==> config.mk <==
export PLATFORM = sky130hd
export DESIGN_NAME = bmfs_sequencer
export DESIGN_NICKNAME = d
export VERILOG_FILES = /design/src/rtl/bmfs_sequencer.v
export VERILOG_INCLUDE_DIRS = /design/src /design/src/rtl
export SDC_FILE = /design/constraint.sdc
export NUM_CORES = 1
export LEC_CHECK = 0
export ABC_AREA = 0
export BUFFER_PORTS_ARGS = -buffer_cell sky130_fd_sc_hd__buf_2
export CAP_MARGIN = 40
export CORE_MARGIN = 2
export CORE_UTILIZATION = 49
export DETAILED_ROUTE_END_ITERATION = 7
export PLACE_DENSITY = 0.74
export SLEW_MARGIN = 10
export SYNTH_ARGS = -nofsm -noshare
export SYNTH_HDL_FRONTEND = slang
export SYNTH_SLANG_ARGS = --single-unit
export TNS_END_PERCENT = 20
==> constraint.sdc <==
create_clock -name mclk -period 9.1 [get_ports mclk]
set_input_delay 0.91 -clock mclk [delete_from_list [all_inputs] [get_ports mclk]]
set_output_delay 0.91 -clock mclk [all_outputs]
set_load 0.02 [all_outputs]
==> src/rtl/bmfs_regs.vh <==
// register map and timing constants of the buck mode and fault sequencer
`ifndef BMFS_REGS_VH
`define BMFS_REGS_VH
`define BMFS_CLK_HZ 20000000
`define BMFS_ADR_CTRL 8'h00
`define BMFS_ADR_STAT 8'h04
`define BMFS_ADR_IRQ_STAT 8'h08
`define BMFS_ADR_IRQ_MASK 8'h0C
`define BMFS_ADR_LIM_CNT 8'h10
`define BMFS_ADR_SS_LEVEL 8'h14
`define BMFS_ADR_PULSE_ON 8'h18
`define BMFS_CTRL_RST 8'h00
`define BMFS_MASK_RST 8'h00
`define BMFS_PULSE_ON_RST 8'h09
`define BMFS_LIM_EVENTS 6'd32
`define BMFS_RETRY_NS 66000
`define BMFS_RETRY_CYC ((`BMFS_RETRY_NS * 20) / 1000)
`define BMFS_SS_NS 800000
`define BMFS_SS_CYC ((`BMFS_SS_NS * 20) / 1000)
`define BMFS_PWM_KHZ 2400
`define BMFS_PWM_CYC ((`BMFS_CLK_HZ / 1000) / `BMFS_PWM_KHZ)
`define BMFS_PULSE_NS 420
`define BMFS_PULSE_CYC ((`BMFS_PULSE_NS * 20 + 999) / 1000)
`define BMFS_LOCKOUT_HYST_MV 200
`define BMFS_OT_HYST_C 20
`define BMFS_DISCHARGE_OHM 260
`define BMFS_EN_PULLDOWN_KOHM 400
`define BMFS_IRQ_LIM 0
`define BMFS_IRQ_RETRY 1
`define BMFS_IRQ_LOCKOUT 2
`define BMFS_IRQ_OT 3
`define BMFS_IRQ_GOOD 4
`define BMFS_IRQ_BAD 5
`endif

==> src/rtl/bmfs_sequencer.v <==
// supervisory mode and fault sequencer for a synchronous step-down converter
// Summary of operation
// - at the current threshold, high side off, low side on at once
// - after 32 current-limit events stop switching, discharge, enter retry
// - wait 66 us in retry, then start again; repeat while overloaded
// - each start ramps the reference monotonically over 0.8 ms
// - a precharged output starts the ramp from its present level
// - medium and heavy load switch in PWM at 2.5 MHz (8 clocks)
// - discontinuous current enters light-load pulse mode seamlessly
// - light-load on-time is fixed by register, 9 clocks (450 ns) from reset
// - in the pulse-mode idle gap, hold supply-good and ignore lockout
// - near dropout keep high side on and low side off
// - shut down while lockout is asserted; hysteresis 200 mV analog
// - overtemperature stops switching; resumes once 20 C cooler
// - turn-on input high runs once CTRL bit 0 (sw_enable) is set; low forces full shutdown
// - 260 ohm discharge in shutdown, overtemp, lockout and retry
// - 400 kohm pulldown on turn-on input only while it is low
// - supply-good released above 95%, pulled low below 90%
// - supply-good low in shutdown, overtemp, lockout; off at no supply
// - supply-good is open drain, pull-down only
`timescale 1ns/1ps
`include "bmfs_regs.vh"
module bmfs_sequencer (
  input wire mclk,
  input wire rst,
  input wire [31:0] wb_adr_i,
  input wire [31:0] wb_dat_i,
  output reg [31:0] wb_dat_o,
  input wire [3:0] wb_sel_i,
  input wire wb_we_i,
  input wire wb_cyc_i,
  input wire wb_stb_i,
  output reg wb_ack_o,
  output wire irq,
  input wire turn_on_pin,
  input wire switch_current_threshold,
  input wire low_input_lockout,
  input wire overtemp_threshold,
  input wire out_above_good,
  input wire out_below_bad,
  input wire current_discontinuous,
  input wire near_dropout,
  input wire supply_present,
  input wire [7:0] precharge_level,
  output reg hs_gate,
  output reg ls_gate,
  output reg [7:0] ref_level,
  output wire discharge_on,
  output wire en_pulldown_on,
  output wire supply_ok_output_out,
  output wire supply_ok_output_oe,
  output wire pulse_frequency_mode
);

  localparam ST_OFF = 3'd0;
  localparam ST_SOFT = 3'd1;
  localparam ST_RUN = 3'd2;
  localparam ST_RETRY = 3'd3;
  localparam ST_LOCK = 3'd4;
  localparam ST_HOT = 3'd5;

  localparam [31:0] SS_STEP = `BMFS_SS_CYC / 256;
  localparam [31:0] SS_LAST = SS_STEP - 1;
  localparam [31:0] RETRY_LAST = `BMFS_RETRY_CYC - 1;
  localparam [31:0] PWM_LAST = `BMFS_PWM_CYC - 1;
  // half the period high: nominal duty, the analog loop trims it
  localparam [31:0] PWM_ON = `BMFS_PWM_CYC / 2;
  localparam [15:0] SS_LAST_W = SS_LAST[15:0];
  localparam [15:0] RETRY_LAST_W = RETRY_LAST[15:0];
  localparam [3:0] PWM_LAST_W = PWM_LAST[3:0];
  localparam [7:0] PWM_ON_W = PWM_ON[7:0];

  // true in the first cycle that a state is held
  function entered;
    input [2:0] now_state;
    input [2:0] prev_state;
    input [2:0] target;
    begin
      entered = (now_state == target) && (prev_state != target);
    end
  endfunction

  // the limit edge that completes the event count
  function limit_full;
    input edge_seen;
    input [5:0] count;
    begin
      limit_full = edge_seen && (count == `BMFS_LIM_EVENTS - 6'd1);
    end
  endfunction

  function at_nominal;
    input [7:0] level;
    begin
      at_nominal = (level == 8'hFF);
    end
  endfunction

  // every analog or pin input passes two flops
  reg [9:0] s1_reg;
  reg [9:0] s2_reg;
  reg [7:0] pre1_reg;
  reg [7:0] pre2_reg;
  always @(posedge mclk or posedge rst) begin
    if (rst) begin
      s1_reg <= 10'h000;
      s2_reg <= 10'h000;
    end else begin
      s1_reg <= {supply_present, near_dropout, current_discontinuous,
                 out_below_bad, out_above_good, overtemp_threshold,
                 low_input_lockout, switch_current_threshold,
                 turn_on_pin, 1'b0};
      s2_reg <= s1_reg;
    end
  end

  // a moving level may tear by a step; it is only taken at start-up
  always @(posedge mclk or posedge rst) begin
    if (rst) begin
      pre1_reg <= 8'h00;
      pre2_reg <= 8'h00;
    end else begin
      pre1_reg <= precharge_level;
      pre2_reg <= pre1_reg;
    end
  end
  wire en_s = s2_reg[1];
  wire ilim_s = s2_reg[2];
  wire lock_s = s2_reg[3];
  wire hot_s = s2_reg[4];
  wire good_s = s2_reg[5];
  wire bad_s = s2_reg[6];
  wire dcm_s = s2_reg[7];
  wire drop_s = s2_reg[8];
  wire vin_s = s2_reg[9];

  reg [2:0] state_reg;
  reg [2:0] state_next;
  reg [5:0] lim_cnt_reg;
  reg ilim_d_reg;
  reg [15:0] tmr_reg;
  reg [7:0] ctrl_reg;
  reg [7:0] mask_reg;
  reg [7:0] istat_reg;
  reg [7:0] pulse_on_reg;
  reg good_reg;
  reg [3:0] pwm_cnt_reg;
  reg [7:0] on_cnt_reg;
  reg in_pulse_reg;
  reg [2:0] state_d_reg;

  wire sw_enable = ctrl_reg[0];
  wire force_pwm = ctrl_reg[1];
  wire ilim_rise = ilim_s & ~ilim_d_reg;
  wire running = (state_reg == ST_SOFT) || (state_reg == ST_RUN);
  wire light_mode = running & dcm_s & ~force_pwm & ~drop_s;
  // idle gap of pulse mode: between on-times, no switch on
  wire pulse_gap = light_mode & ~in_pulse_reg;
  wire lock_seen = lock_s & ~pulse_gap;
  wire on_req = en_s & sw_enable;

  always @* begin
    state_next = state_reg;
    if (!on_req) begin
      state_next = ST_OFF;
    end else if (lock_seen) begin
      state_next = ST_LOCK;
    end else if (hot_s) begin
      state_next = ST_HOT;
    end else begin
      case (state_reg)
        ST_OFF: begin
          state_next = ST_SOFT;
        end
        ST_LOCK: begin
          state_next = ST_SOFT;
        end
        ST_HOT: begin
          state_next = ST_SOFT;
        end
        ST_SOFT: begin
          if (limit_full(ilim_rise, lim_cnt_reg)) begin
            state_next = ST_RETRY;
          end else if (at_nominal(ref_level)) begin
            state_next = ST_RUN;
          end
        end
        ST_RUN: begin
          if (limit_full(ilim_rise, lim_cnt_reg)) begin
            state_next = ST_RETRY;
          end
        end
        ST_RETRY: begin
          if (tmr_reg == RETRY_LAST_W) begin
            state_next = ST_SOFT;
          end
        end
        default: state_next = ST_OFF;
      endcase
    end
  end

  always @(posedge mclk or posedge rst) begin
    if (rst) begin
      state_reg <= ST_OFF;
      state_d_reg <= ST_OFF;
      lim_cnt_reg <= 6'd0;
      ilim_d_reg <= 1'b0;
      tmr_reg <= 16'h0000;
      ref_level <= 8'h00;
    end else begin
      state_reg <= state_next;
      state_d_reg <= state_reg;
      ilim_d_reg <= ilim_s;
      if (state_next != state_reg) begin
        tmr_reg <= 16'h0000;
      end else if (state_reg == ST_SOFT && tmr_reg == SS_LAST_W) begin
        tmr_reg <= 16'h0000;
      end else begin
        tmr_reg <= tmr_reg + 16'h0001;
      end
      if (!running || state_next == ST_RETRY) begin
        lim_cnt_reg <= 6'd0;
      end else if (ilim_rise) begin
        lim_cnt_reg <= lim_cnt_reg + 6'd1;
      end
      // a precharged output is picked up where it stands
      if (state_next == ST_SOFT && state_reg != ST_SOFT) begin
        ref_level <= pre2_reg;
      end else if (!running) begin
        ref_level <= 8'h00;
      end else if (state_reg == ST_SOFT && tmr_reg == SS_LAST_W &&
                   !at_nominal(ref_level)) begin
        ref_level <= ref_level + 8'h01;
      end
    end
  end

  // switch drive: pwm period, fixed on-time pulses, dropout, limit
  wire [7:0] pwm_on = PWM_ON_W;
  wire pwm_high = ({4'h0, pwm_cnt_reg} < pwm_on);
  always @(posedge mclk or posedge rst) begin
    if (rst) begin
      pwm_cnt_reg <= 4'h0;
      on_cnt_reg <= 8'h00;
      in_pulse_reg <= 1'b0;
      hs_gate <= 1'b0;
      ls_gate <= 1'b0;
    end else begin
      if (pwm_cnt_reg == PWM_LAST_W) begin
        pwm_cnt_reg <= 4'h0;
      end else begin
        pwm_cnt_reg <= pwm_cnt_reg + 4'h1;
      end
      if (light_mode && !in_pulse_reg && !good_s) begin
        in_pulse_reg <= 1'b1;
        on_cnt_reg <= pulse_on_reg;
      end else if (in_pulse_reg) begin
        if (on_cnt_reg <= 8'h01 || !light_mode) begin
          in_pulse_reg <= 1'b0;
        end
        on_cnt_reg <= on_cnt_reg - 8'h01;
      end
      if (!running) begin
        hs_gate <= 1'b0;
        ls_gate <= 1'b0;
      end else if (ilim_s) begin
        hs_gate <= 1'b0;
        ls_gate <= 1'b1;
      end else if (drop_s) begin
        hs_gate <= 1'b1;
        ls_gate <= 1'b0;
      end else if (light_mode) begin
        hs_gate <= in_pulse_reg;
        ls_gate <= 1'b0;
      end else begin
        hs_gate <= pwm_high;
        ls_gate <= ~pwm_high;
      end
    end
  end

  // supply-good: hysteresis held in a flag, frozen during pulse gap
  always @(posedge mclk or posedge rst) begin
    if (rst) begin
      good_reg <= 1'b0;
    end else if (!running) begin
      good_reg <= 1'b0;
    end else if (!pulse_gap) begin
      if (good_s) begin
        good_reg <= 1'b1;
      end else if (bad_s) begin
        good_reg <= 1'b0;
      end
    end
  end
  // no supply leaves the pin released
  assign supply_ok_output_out = 1'b0;
  assign supply_ok_output_oe = vin_s & ~good_reg;

  assign discharge_on = (state_reg == ST_OFF) || (state_reg == ST_LOCK) ||
                        (state_reg == ST_HOT) ||
                        (state_reg == ST_RETRY);
  // pulldown follows the synchronized pin level, not software enable
  assign en_pulldown_on = ~en_s;
  assign pulse_frequency_mode = light_mode;

  // interrupt events
  wire [7:0] ev;
  assign ev[`BMFS_IRQ_LIM] = ilim_rise;
  assign ev[`BMFS_IRQ_RETRY] = entered(state_reg, state_d_reg,
                                       ST_RETRY);
  assign ev[`BMFS_IRQ_LOCKOUT] = entered(state_reg, state_d_reg,
                                         ST_LOCK);
  assign ev[`BMFS_IRQ_OT] = entered(state_reg, state_d_reg,
                                    ST_HOT);
  assign ev[`BMFS_IRQ_GOOD] = good_s & ~bad_s & running & ~good_reg;
  // loss of supply-good, only where the flag may move
  assign ev[`BMFS_IRQ_BAD] = bad_s & ~good_s & running & good_reg &
                             ~pulse_gap;
  assign ev[7:6] = 2'b00;
  assign irq = |(istat_reg & mask_reg);

  wire req = wb_cyc_i & wb_stb_i & ~wb_ack_o;
  wire [7:0] adr = wb_adr_i[7:0];
  wire rd_istat = req & ~wb_we_i & (adr == `BMFS_ADR_IRQ_STAT);

  // set wins over the clear-on-read, so no event is lost to a read
  always @(posedge mclk or posedge rst) begin
    if (rst) begin
      istat_reg <= 8'h00;
    end else begin
      istat_reg <= (rd_istat ? 8'h00 : istat_reg) | ev;
    end
  end

  // every access is answered one cycle after it is taken
  always @(posedge mclk or posedge rst) begin
    if (rst) begin
      wb_ack_o <= 1'b0;
      wb_dat_o <= 32'h00000000;
      ctrl_reg <= `BMFS_CTRL_RST;
      mask_reg <= `BMFS_MASK_RST;
      pulse_on_reg <= `BMFS_PULSE_ON_RST;
    end else begin
      wb_ack_o <= req;
      if (req && wb_we_i && wb_sel_i[0]) begin
        case (adr)
          `BMFS_ADR_CTRL: begin
            ctrl_reg <= wb_dat_i[7:0];
          end
          `BMFS_ADR_IRQ_MASK: begin
            mask_reg <= wb_dat_i[7:0];
          end
          `BMFS_ADR_PULSE_ON: begin
            pulse_on_reg <= wb_dat_i[7:0];
          end
          default: ;
        endcase
      end
      if (req && !wb_we_i) begin
        case (adr)
          `BMFS_ADR_CTRL: wb_dat_o <= {24'h0, ctrl_reg};
          `BMFS_ADR_STAT: wb_dat_o <= {22'h0, vin_s, good_reg,
                                       light_mode, drop_s, 1'b0,
                                       state_reg, hs_gate, ls_gate};
          `BMFS_ADR_IRQ_STAT: wb_dat_o <= {24'h0, istat_reg};
          `BMFS_ADR_IRQ_MASK: wb_dat_o <= {24'h0, mask_reg};
          `BMFS_ADR_LIM_CNT: wb_dat_o <= {26'h0, lim_cnt_reg};
          `BMFS_ADR_SS_LEVEL: wb_dat_o <= {24'h0, ref_level};
          `BMFS_ADR_PULSE_ON: wb_dat_o <= {24'h0, pulse_on_reg};
          default: wb_dat_o <= 32'h00000000;
        endcase
      end
    end
  end

endmodule

==> After elaboration in Yosys (flattened, before gate mapping) <==
Cells that the tools add are included.
{ "word_totals": {"register_bits": 152, "latch_bits": 0, "ram_bits": 0, "mem_bits_ro": 0, "in_bits": 90, "out_inout_bits": 49, "word_cells": 157, "memories": 0} }
{ "classes": {"add_sub_neg": 5, "mul": 0, "div_mod_pow": 0, "order_cmp": 2, "n_eq_ne": 26, "n_shift": 0, "n_mux": 35, "bitwise_logic": 33, "n_reduce_logical": 34} }
{ "ops": {"columns": ["operator", "count"], "rows": [
  ["10-bit one-hot mux with 7 select lines", 1],
  ["8-bit two-way mux", 6],
  ["16-bit two-way mux", 2],
  ["8-bit by 5-bit equality test with 1-bit output (second input constant)", 3],
  ["3-bit two-way mux", 7],
  ["1-bit bitwise AND", 19],
  ["16-bit by 1-bit adder with 16-bit output (second input constant)", 1],
  ["16-bit by 11-bit equality test with 1-bit output (second input constant)", 1],
  ["16-bit by 6-bit equality test with 1-bit output (second input constant)", 1],
  ["8-bit by 4-bit equality test with 1-bit output (second input constant)", 2],
  ["1-bit two-way mux", 15],
  ["1-bit logical AND", 12],
  ["6-bit two-way mux", 2],
  ["1-bit inverter", 12],
  ["3-bit one-hot mux with 4 select lines", 1],
  ["3-bit by 2-bit equality test with 1-bit output (second input constant)", 3],
  ["3-bit inequality test (second input constant)", 3],
  ["8-bit by 1-bit adder with 8-bit output (second input constant)", 1],
  ["8-bit bitwise AND", 1],
  ["8-bit by 3-bit equality test with 1-bit output (second input constant)", 1],
  ["8-bit equality test (second input constant)", 1],
  ["8-bit by 1-bit less-or-equal comparator with 1-bit output (second input constant)", 1],
  ["8-bit zero test", 1],
  ["8-bit by 6-bit OR with 8-bit output", 1],
  ["20 further kinds", 37]
]} }

==> Depth between registers and ports, before layout <==
Gate-level depths: netlist (run 1).
{ "logic_depth": {"depth_word": 13, "mapped_depth": 9, "ltp_nobuf": 8} }

==> Worst setup path after synthesis (run 1) <==
OpenSTA, ideal clock, no wires.
{ "synth_timing": {"path_type": "input to register", "start": "input wb_adr_i[0]", "end": "register ctrl_reg[0]", "setup_time_ns": 0.125, "arrival_time_ns": 2.503, "required_time_ns": 8.975, "path_slack_ns": 6.472, "path_stages": 4, "path_buffers": 0, "cell_sequence": "or4_4 nor3_1 nand3_1 mux2_2"} }
{ "synth_between": {"elab_chain_len": 2} }
{ "synth_rtl": {"columns": ["element", "line_no", "rtl"], "rows": [
  ["start: declaration", "bmfs_sequencer.v:26", "input wire [31:0] wb_adr_i,"],
  ["8-bit zero test", "bmfs_sequencer.v:348", "case (adr)"],
  ["2-bit AND reduction (no line)", null, null],
  ["end signal: assignment", "bmfs_sequencer.v:342", "ctrl_reg <= `BMFS_CTRL_RST;"],
  ["end signal: assignment", "bmfs_sequencer.v:350", "ctrl_reg <= wb_dat_i[7:0];"],
  ["end: declaration", "bmfs_sequencer.v:142", "reg [7:0] ctrl_reg;"]
]} }
No other way between the ends.
A chain may end at the register's enable or synchronous reset.

==> Worst setup path after layout (run 1) <==
{ "layout_timing": {"start": "register state_reg[2]", "end": "output pulse_frequency_mode"} }
{ "layout_between": {"elab_chain_len": 5, "word_cells_on_any_way": 6, "classes_between": "2 x eq/ne; 3 x bitwise; 1 x reduce/logical"} }
{ "layout_rtl": {"columns": ["element", "line_no", "rtl"], "rows": [
  ["start: declaration", "bmfs_sequencer.v:137", "reg [2:0] state_reg;"],
  ["start signal: assignment", "bmfs_sequencer.v:212", "state_reg <= state_next;"],
  ["3-bit by 1-bit equality test with 1-bit output or 3-bit by 2-bit equality test with 1-bit output (tied branches)", null, null],
  ["1-bit logical OR *", "bmfs_sequencer.v:155", "wire running = (state_reg == ST_SOFT) || (state_reg == ST_RUN);"],
  ["1-bit bitwise AND * (3 in series)", "bmfs_sequencer.v:156", "wire light_mode = running & dcm_s & ~force_pwm & ~drop_s;"],
  ["end: declaration", "bmfs_sequencer.v:52", "output wire pulse_frequency_mode"]
]} }
Mark *: on every way between the ends. The rest lies on a longest branch, timed or not.

==> impl_results.md, run 1 <==
- Outcome: finished, final reports clean
- Largest register FFs: 16
- Syn avg cell area: ~11 sq um
- Max-Cap Viols: 0
- Fill count: just under 1000
- Setup violations, final: 0
- PwrDens: roughly 200 nW/um^2
- Async set-reset flop share out of synthesis: 100%
- Hold-fix buffers, CTS: 0
- Layout net count: just under 700
- Core ar.: between 10000 and 15000 sq um
- Initial antenna violation count: 0
- Placed wire-length estimate: approximately 9200 um
- Biggest cell delay along the critical path: approximately 0.63 ns
- DR vias/cell: around 5.7
- VDD IR max: roughly 0.17 mV
- Area Growth Syn to Fin: 16.5%
- Critical path class: flip-flop to output port
- CP required: 8.19 ns
- Highest Clock Rate: ~320 MHz
- Die area: roughly 13000 sq um
- Post-Route WL: approximately 13000 um
- Slew @ Worst Pin: 0.781 ns
- Final period util: roughly 34%
- Vias in the first global route: 4252
- Cells along the critical path: or4b_4, nand2b_1, inv_1, buf_2
- Register bit total from synthesis: roughly 130
- Primary FF master, synth: dfrtp_1
- Worst hold path class: flip-flop to flip-flop
- Die span in y: approximately 110 um
- # resized after CTS: 0
- Final hold violations: 0
- Seq. cell area: approximately 3200 sq um
- Delay-heaviest family, CP: simple AND/OR/NAND/NOR gates
- Worst Skew: about 0.0066 ns
- Residual DRC count: 0
- Worst-path fanout max: 14
- Simple-Gate Fraction of Synth Area: 17.8%
- Total negative setup slack: 0 ns
- Setup Buffers After CTS: 0
- RSZ-0062 raised after global routing: no
- Synth Area in XOR/XNOR: slightly above 4%
- Yosys Warn Count: 0
- Post-synthesis adder-cell area fraction: approximately 1.5%
- CTS Sinks: roughly 130
- Core Rows: 40
- DRT Pass-1 Iters: 5
- Final Util: roughly three fifths
- Clock-pin slew on the worst setup and hold paths: roughly 0.050 ns
- Total GRT Usage: roughly a fifth
- Via count: roughly 4300
- Die W: about 110 um
- Mux contribution to synthesized area: 7.09%
- Seq/Total Area, Yosys: a little over half
- Critical path buffer and inverter count: 2
- CTS Buf Count: 17
- Combinational family with the most area after synthesis: simple AND/OR/NAND/NOR gates
- Initial core utilization: between 50% and 60%
- Largest net degree at the start of global routing: a little over 60
- Max-slew violation count: 0
- Synthesized area: 6000 sq um
- Critical Path End Type: output port
- Top Ports: roughly 140
- Area taken by multi-input logic gates: 2550 sq um
- Port Buf Inserts: 64
- Synth unique cells: between 70 and 80
- Slew headroom: a little under half
- Share of cells above drive strength 1: between 20% and 30%
- Leakage: 3.23 nW
- Worst EP arrival: between 2 and 2.5 ns
- Gr ovfl total: 0
- Gp weighted congestion: 0.891
- Clk Latency, worst-skew pair: 0.41 ns
- Synthesized instance count: between 500 and 600
- Crit path time final: just over 3 ns
- DR iter-0 viols: between 300 and 400
- Diodes inserted: 0
- First-pass GRT wire length: about 21000 um
- Worst setup SP type: flip-flop
- EDFF count, synth: 0
- Compound-Gate Fraction of Synth Area: 10.7%
- Deepest clock path buffer count: 2
- Root buf cell: clkbuf_16
- CTS tree: built
- Routed Antenna Nets: 0
- Average wire per standard cell: roughly 17 um
- # H-tree levels: 4
- Slowest CP cell: or4b_4
[synth_stat cells, drive strengths merged (7+ instances only)]
| cell | n | area, sq um |
|---|---|---|
| nor2b | 8 | 50.1 |
| a22oi | 8 | 60.1 |
| dfrtp | 126 | 3150 |
| ha | 7 | 87.6 |
| mux2 | 27 | 304 |
| nor2 | 44 | 183 |
| xor2 | 12 | 113 |
| clkbuf | 12 | 45.0 |
| a21oi | 15 | 75.1 |
| xnor2 | 15 | 131 |
| nand2 | 37 | 141 |
| nor4 | 23 | 221 |
| inv | 14 | 52.6 |
| buf | 31 | 224 |
| nand3 | 16 | 80.1 |
| nor3 | 11 | 55.1 |
| o21ai | 21 | 105 |
[worst paths after layout]
check | start | end | slack, ns | cells after the start
max | state_reg[2] | pulse_frequency_mode | 5.98 | 4
min | s1_reg[1] | s2_reg[1] | 0.35 | 0
max reg2reg | state_reg[2] | on_cnt_reg[1] | 6.20 | 6
min reg2reg | s1_reg[1] | s2_reg[1] | 0.35 | 0
max in group asynchronous | rst | pulse_on_reg[3] | 7.39 | 4
min in group asynchronous | rst | s2_reg[1] | 0.54 | 2
[per-layer routing]
layer,track usage (%),vias to the layer above,part of all wire [%]
met4,6.75,0,1.7
met2,33.3,169,47
met5,0,-,0
li1,-,2018,-
met3,6.19,18,7.7
met1,28.4,2089,43
[report_power, final]
part | total [mW] | switching (mW) | internal [mW]
Combinational | 0.111 | 0.0666 | 0.0441
Sequential | 0.618 | 0.0232 | 0.595
Clock | 0.690 | 0.240 | 0.450
[layout by cell type (no fill, tap or decap), types with 5 or more instances in the layout]
cell type,n
xnor2_1,15
o21ai_0,21
dfrtp_1,126
mux2_2,27
a22oi_1,8
and3_1,6
nor4_1,12
xor2_1,11
nor2b_1,8
buf_2,65
nand3_1,16
inv_1,13
nor2_1,41
nand2_1,36
a22o_1,6
a31oi_1,5
ha_1,7
nor4_2,10
conb_1,23
clkbuf_16,17
a21oi_1,15
nor3_1,11
[final cells by class]
cell class / instances / area share (%)
Inverter: 14 / 0.788
Tap cell: 147 / 2.63
Multi-Input combinational cell: 365 / 36.5
Clock inverter: 10 / 1.92
Timing Repair Buffer: 69 / 5.48
Sequential cell: 128 / 45.9
Clock buffer: 22 / 6.79
[worst reg2reg max path: cells and delay by family (launching register included)]
| kind | cells | cell delay [ns] |
|---|---|---|
| AO/OA/AOI/OAI | 1 | 0.32 |
| flip-flops | 1 | 0.55 |
| AND/OR/NAND/NOR | 4 | 1.63 |
| buffers and inverters | 1 | 0.28 |
[cell families after synthesis]
| family | after synthesis |
|---|---|
| simple gates | 182 |
| flops | 128 |
| compound gates | 91 |
| buf+inv | 57 |
| mux | 35 |
| xor+xnor | 27 |
| fa+ha+maj | 7 |
| other cells | 1 |
[stage by stage]
step           power (mW)  hold slack, ns  cell area (sq um)  instances  worst slack (ns)
2_1_floorplan       0.711           0.331               6080        550              4.78
5_1_grt              1.48           0.350               6990        755              5.87
6_report             1.42           0.345               6990        755              5.98
3_5_place_dp        0.738           0.335               6380        723              5.85
3_3_place_gp        0.731           0.332               6320        719              5.88
4_1_cts              1.43           0.346               6990        755              5.96
Note: power is estimated with default switching activity, not from simulation.
==> run 2: changes to the inputs <==
clock period = 2.95 ns   (was 9.1 ns; I/O delays follow)
==> run 2 against run 1 <==
  * Clock skew increased by 0.00079 ns
  * Register-to-register slack worse by 5.6 ns
  * Cell area is 2.1% higher
  * Sequential share of layout area shrank 0.96 points
  * Critical path type is now flip-flop to flip-flop
  * Power grew to 3.0 times the previous value
  * Cell count up 2.6%
  * Core utilization rose by 1.2 points
  * Clock power increased to 2.9 times the previous value
  * Combinational power rose to 3.2 times the previous value
  * Via count rose by 3.4%
  * Flip-flop and latch count did not move
  * Global-route usage rose by 0.21 points
==> impl_results.md, run 2 (synthesis results as in run 1) <==
- Worst EP arrival: 2.67 ns (+0.46 ns)
- Crit path time final: between 2 and 2.5 ns
- Final period util: between 80% and 90%
- Initial antenna violation count: 0 (unchanged)
- Total GRT Usage: 21.4% (+0.21 points)
- DR iter-0 viols: 320 (-9.3%)
- Outcome: finished, final reports clean
- Worst hold margin: 0.0125 ns (-0.333 ns)
- Final hold violations: 0 (unchanged)
- Top Ports: 139 (unchanged)
- Gr ovfl total: 0 (unchanged)
- Worst Slack Setup Final: 0.576 ns (-5.41 ns)
- Via count: 4440 (+3.4%)
- Largest net degree at the start of global routing: 92 (+51%)
- Core ar.: 12000 sq um (unchanged)
- Critical Path End Type: flip-flop
- Total negative setup slack: 0 ns (unchanged)
- Layout net count: 712 (+2.9%)
- Worst Skew: 0.00739 ns (+0.000791 ns)
- Die span in y: 115 um (unchanged)
- Crit path top cell by count: nor4_1
- Biggest cell delay along the critical path: 0.47 ns (-0.16 ns)
- Average wire per standard cell: 16.9 um (-0.72%)
- Share of cells above drive strength 1: 25.2% (-0.50 points)
- Commonest non-fill, non-tap cell in the layout: dfrtp_1
- Slowest CP cell: nor4b_2
- Cells on worst reg2reg path: 8 (+2)
- Worst setup SP type: flip-flop
- Critical path class: flip-flop to flip-flop
- DRT Pass-1 Iters: 5 (unchanged)
- Post-Route WL: 13100 um (+1.9%)
- Slew headroom: 48.2% (+0.32 points)
- # H-tree levels: 4 (unchanged)
- Cells along the critical path: ha_1, nand4b_1, nor4_1, nor4b_2, nor2_2, xor2_2, buf_4, nor4_1
- First-pass GRT wire length: 21500 um (+0.58%)
- Clock-pin slew on the worst setup and hold paths: 0.06 ns (about the same)
- # resized after CTS: 0 (unchanged)
- Die area: 13100 sq um (unchanged)
- Routed Antenna Nets: 0 (unchanged)
- RSZ-0062 raised after global routing: no
- Most frequent cells in the layout: dfrtp_1, buf_2, nor2_1
- Deepest clock path buffer count: 2 (unchanged)
- Worst-path fanout max: 16 (+2)
- Residual DRC count: 0 (unchanged)
- VDD IR max: 0.628 mV (+260%)
- Max-slew violation count: 0 (unchanged)
- Max-Cap Viols: 0 (unchanged)
- Root buf cell: clkbuf_16
- CTS tree: built
- Core Rows: 40 (unchanged)
- Setup violations, final: 0 (unchanged)
- Diodes inserted: 0 (unchanged)
- Worst hold path class: input port to asynchronous set/reset pin
- Clk Latency, worst-skew pair: 0.42 ns (about the same)
- Worst slack, placed: 0.625 ns (-5.23 ns)
- Highest Clock Rate: 421 MHz
- Gp weighted congestion: 0.895 (+0.46%)
- CTS Buf Count: 17 (unchanged)
- Placed wire-length estimate: 9080 um (-1.8%)
- CP required: 3.25 ns (-4.94 ns)
- PwrDens: 602 nW/um^2 (+200%)
- Port Buf Inserts: 64 (unchanged)
- Largest register FFs: 16 (unchanged)
- Slew @ Worst Pin: 0.777 ns (-0.00478 ns)
- Area Growth Syn to Fin: 19.0%
- Setup Buffers After CTS: 0 (unchanged)
- Leakage: 3.28 nW (+1.8%)
- CTS Sinks: 128 (unchanged)
- Initial core utilization: 50.1% (unchanged)
- Die W: 115 um (unchanged)
- DR vias/cell: 5.73 (+0.73%)
- Vias in the first global route: 4443 (+4.5%)
-- run 2: cell count changes in the layout (fill, tap and decap cells not counted), sizes merged --
| cell | change |
|---|---|
| bufinv | -1 |
| dlygate4sd3 | +17 |
| inv | -1 |
| buf | +3 |
| clkinvlp | +2 |
-- run 2: critical path: cells and delay by family, from the launching register on --
kind	cells	cell delay, ns
AND/OR/NAND/NOR	5	1.17
flip-flops	1	0.43
adder cells (fa/ha/maj)	1	0.26
buffers and inverters	1	0.22
XOR/XNOR	1	0.16
-- run 2: layer usage --
metal / GRT usage, % / wire length (um)
met5: 0 / 0
met4: 9.92 / 359
met2: 33.6 / 6120
met3: 5.13 / 831
met1: 28.1 / 5810
-- run 2: worst paths after layout --
path | end | startpoint | slack (ns)
max | tmr_reg[2] | lim_cnt_reg[0] | 0.58
min | istat_reg[2] | rst | 0.01
max reg2reg | tmr_reg[2] | lim_cnt_reg[0] | 0.58
min reg2reg | s2_reg[4] | s1_reg[4] | 0.34
max in group asynchronous | ctrl_reg[3] | rst | 2.55
min in group mclk | wb_ack_o | wb_stb_i | 0.13
-- run 2: timing repair --
item / 4_1_cts / 5_1_grt
endpoints found under the hold margin: 17 / 0
setup endpoints to repair: 0 / 0
hold buffers: 17 / 0
-- run 2: per-stage QoR --
step                      std cells  power (mW)  utilization (%)  area [sq um]
after CTS                       775        4.32             59.7          7140
after global placement          726        2.26             53.4          6390
after global routing            775        4.48             59.7          7140
final                           775        4.29             59.7          7140
after detailed placement        726        2.27             53.4          6390
after floorplan                 550        2.19                -          6080
-- run 2: power breakdown --
| part | internal, mW | switching, mW |
|---|---|---|
| logic | 0.149 | 0.205 |
| registers | 1.84 | 0.0721 |
| clock network | 1.28 | 0.751 |
| total | 3.27 | 1.03 |
-- run 2: layout make-up --
class / count / area, sq um
fillers: 949 / 4820
flip-flops and latches: 128 / 3210
multi-input cells: 365 / 2550
repair buffers: 89 / 563
clock buffers: 22 / 464
well taps: 147 / 184
clock inverters: 10 / 111
inverters: 14 / 56.3
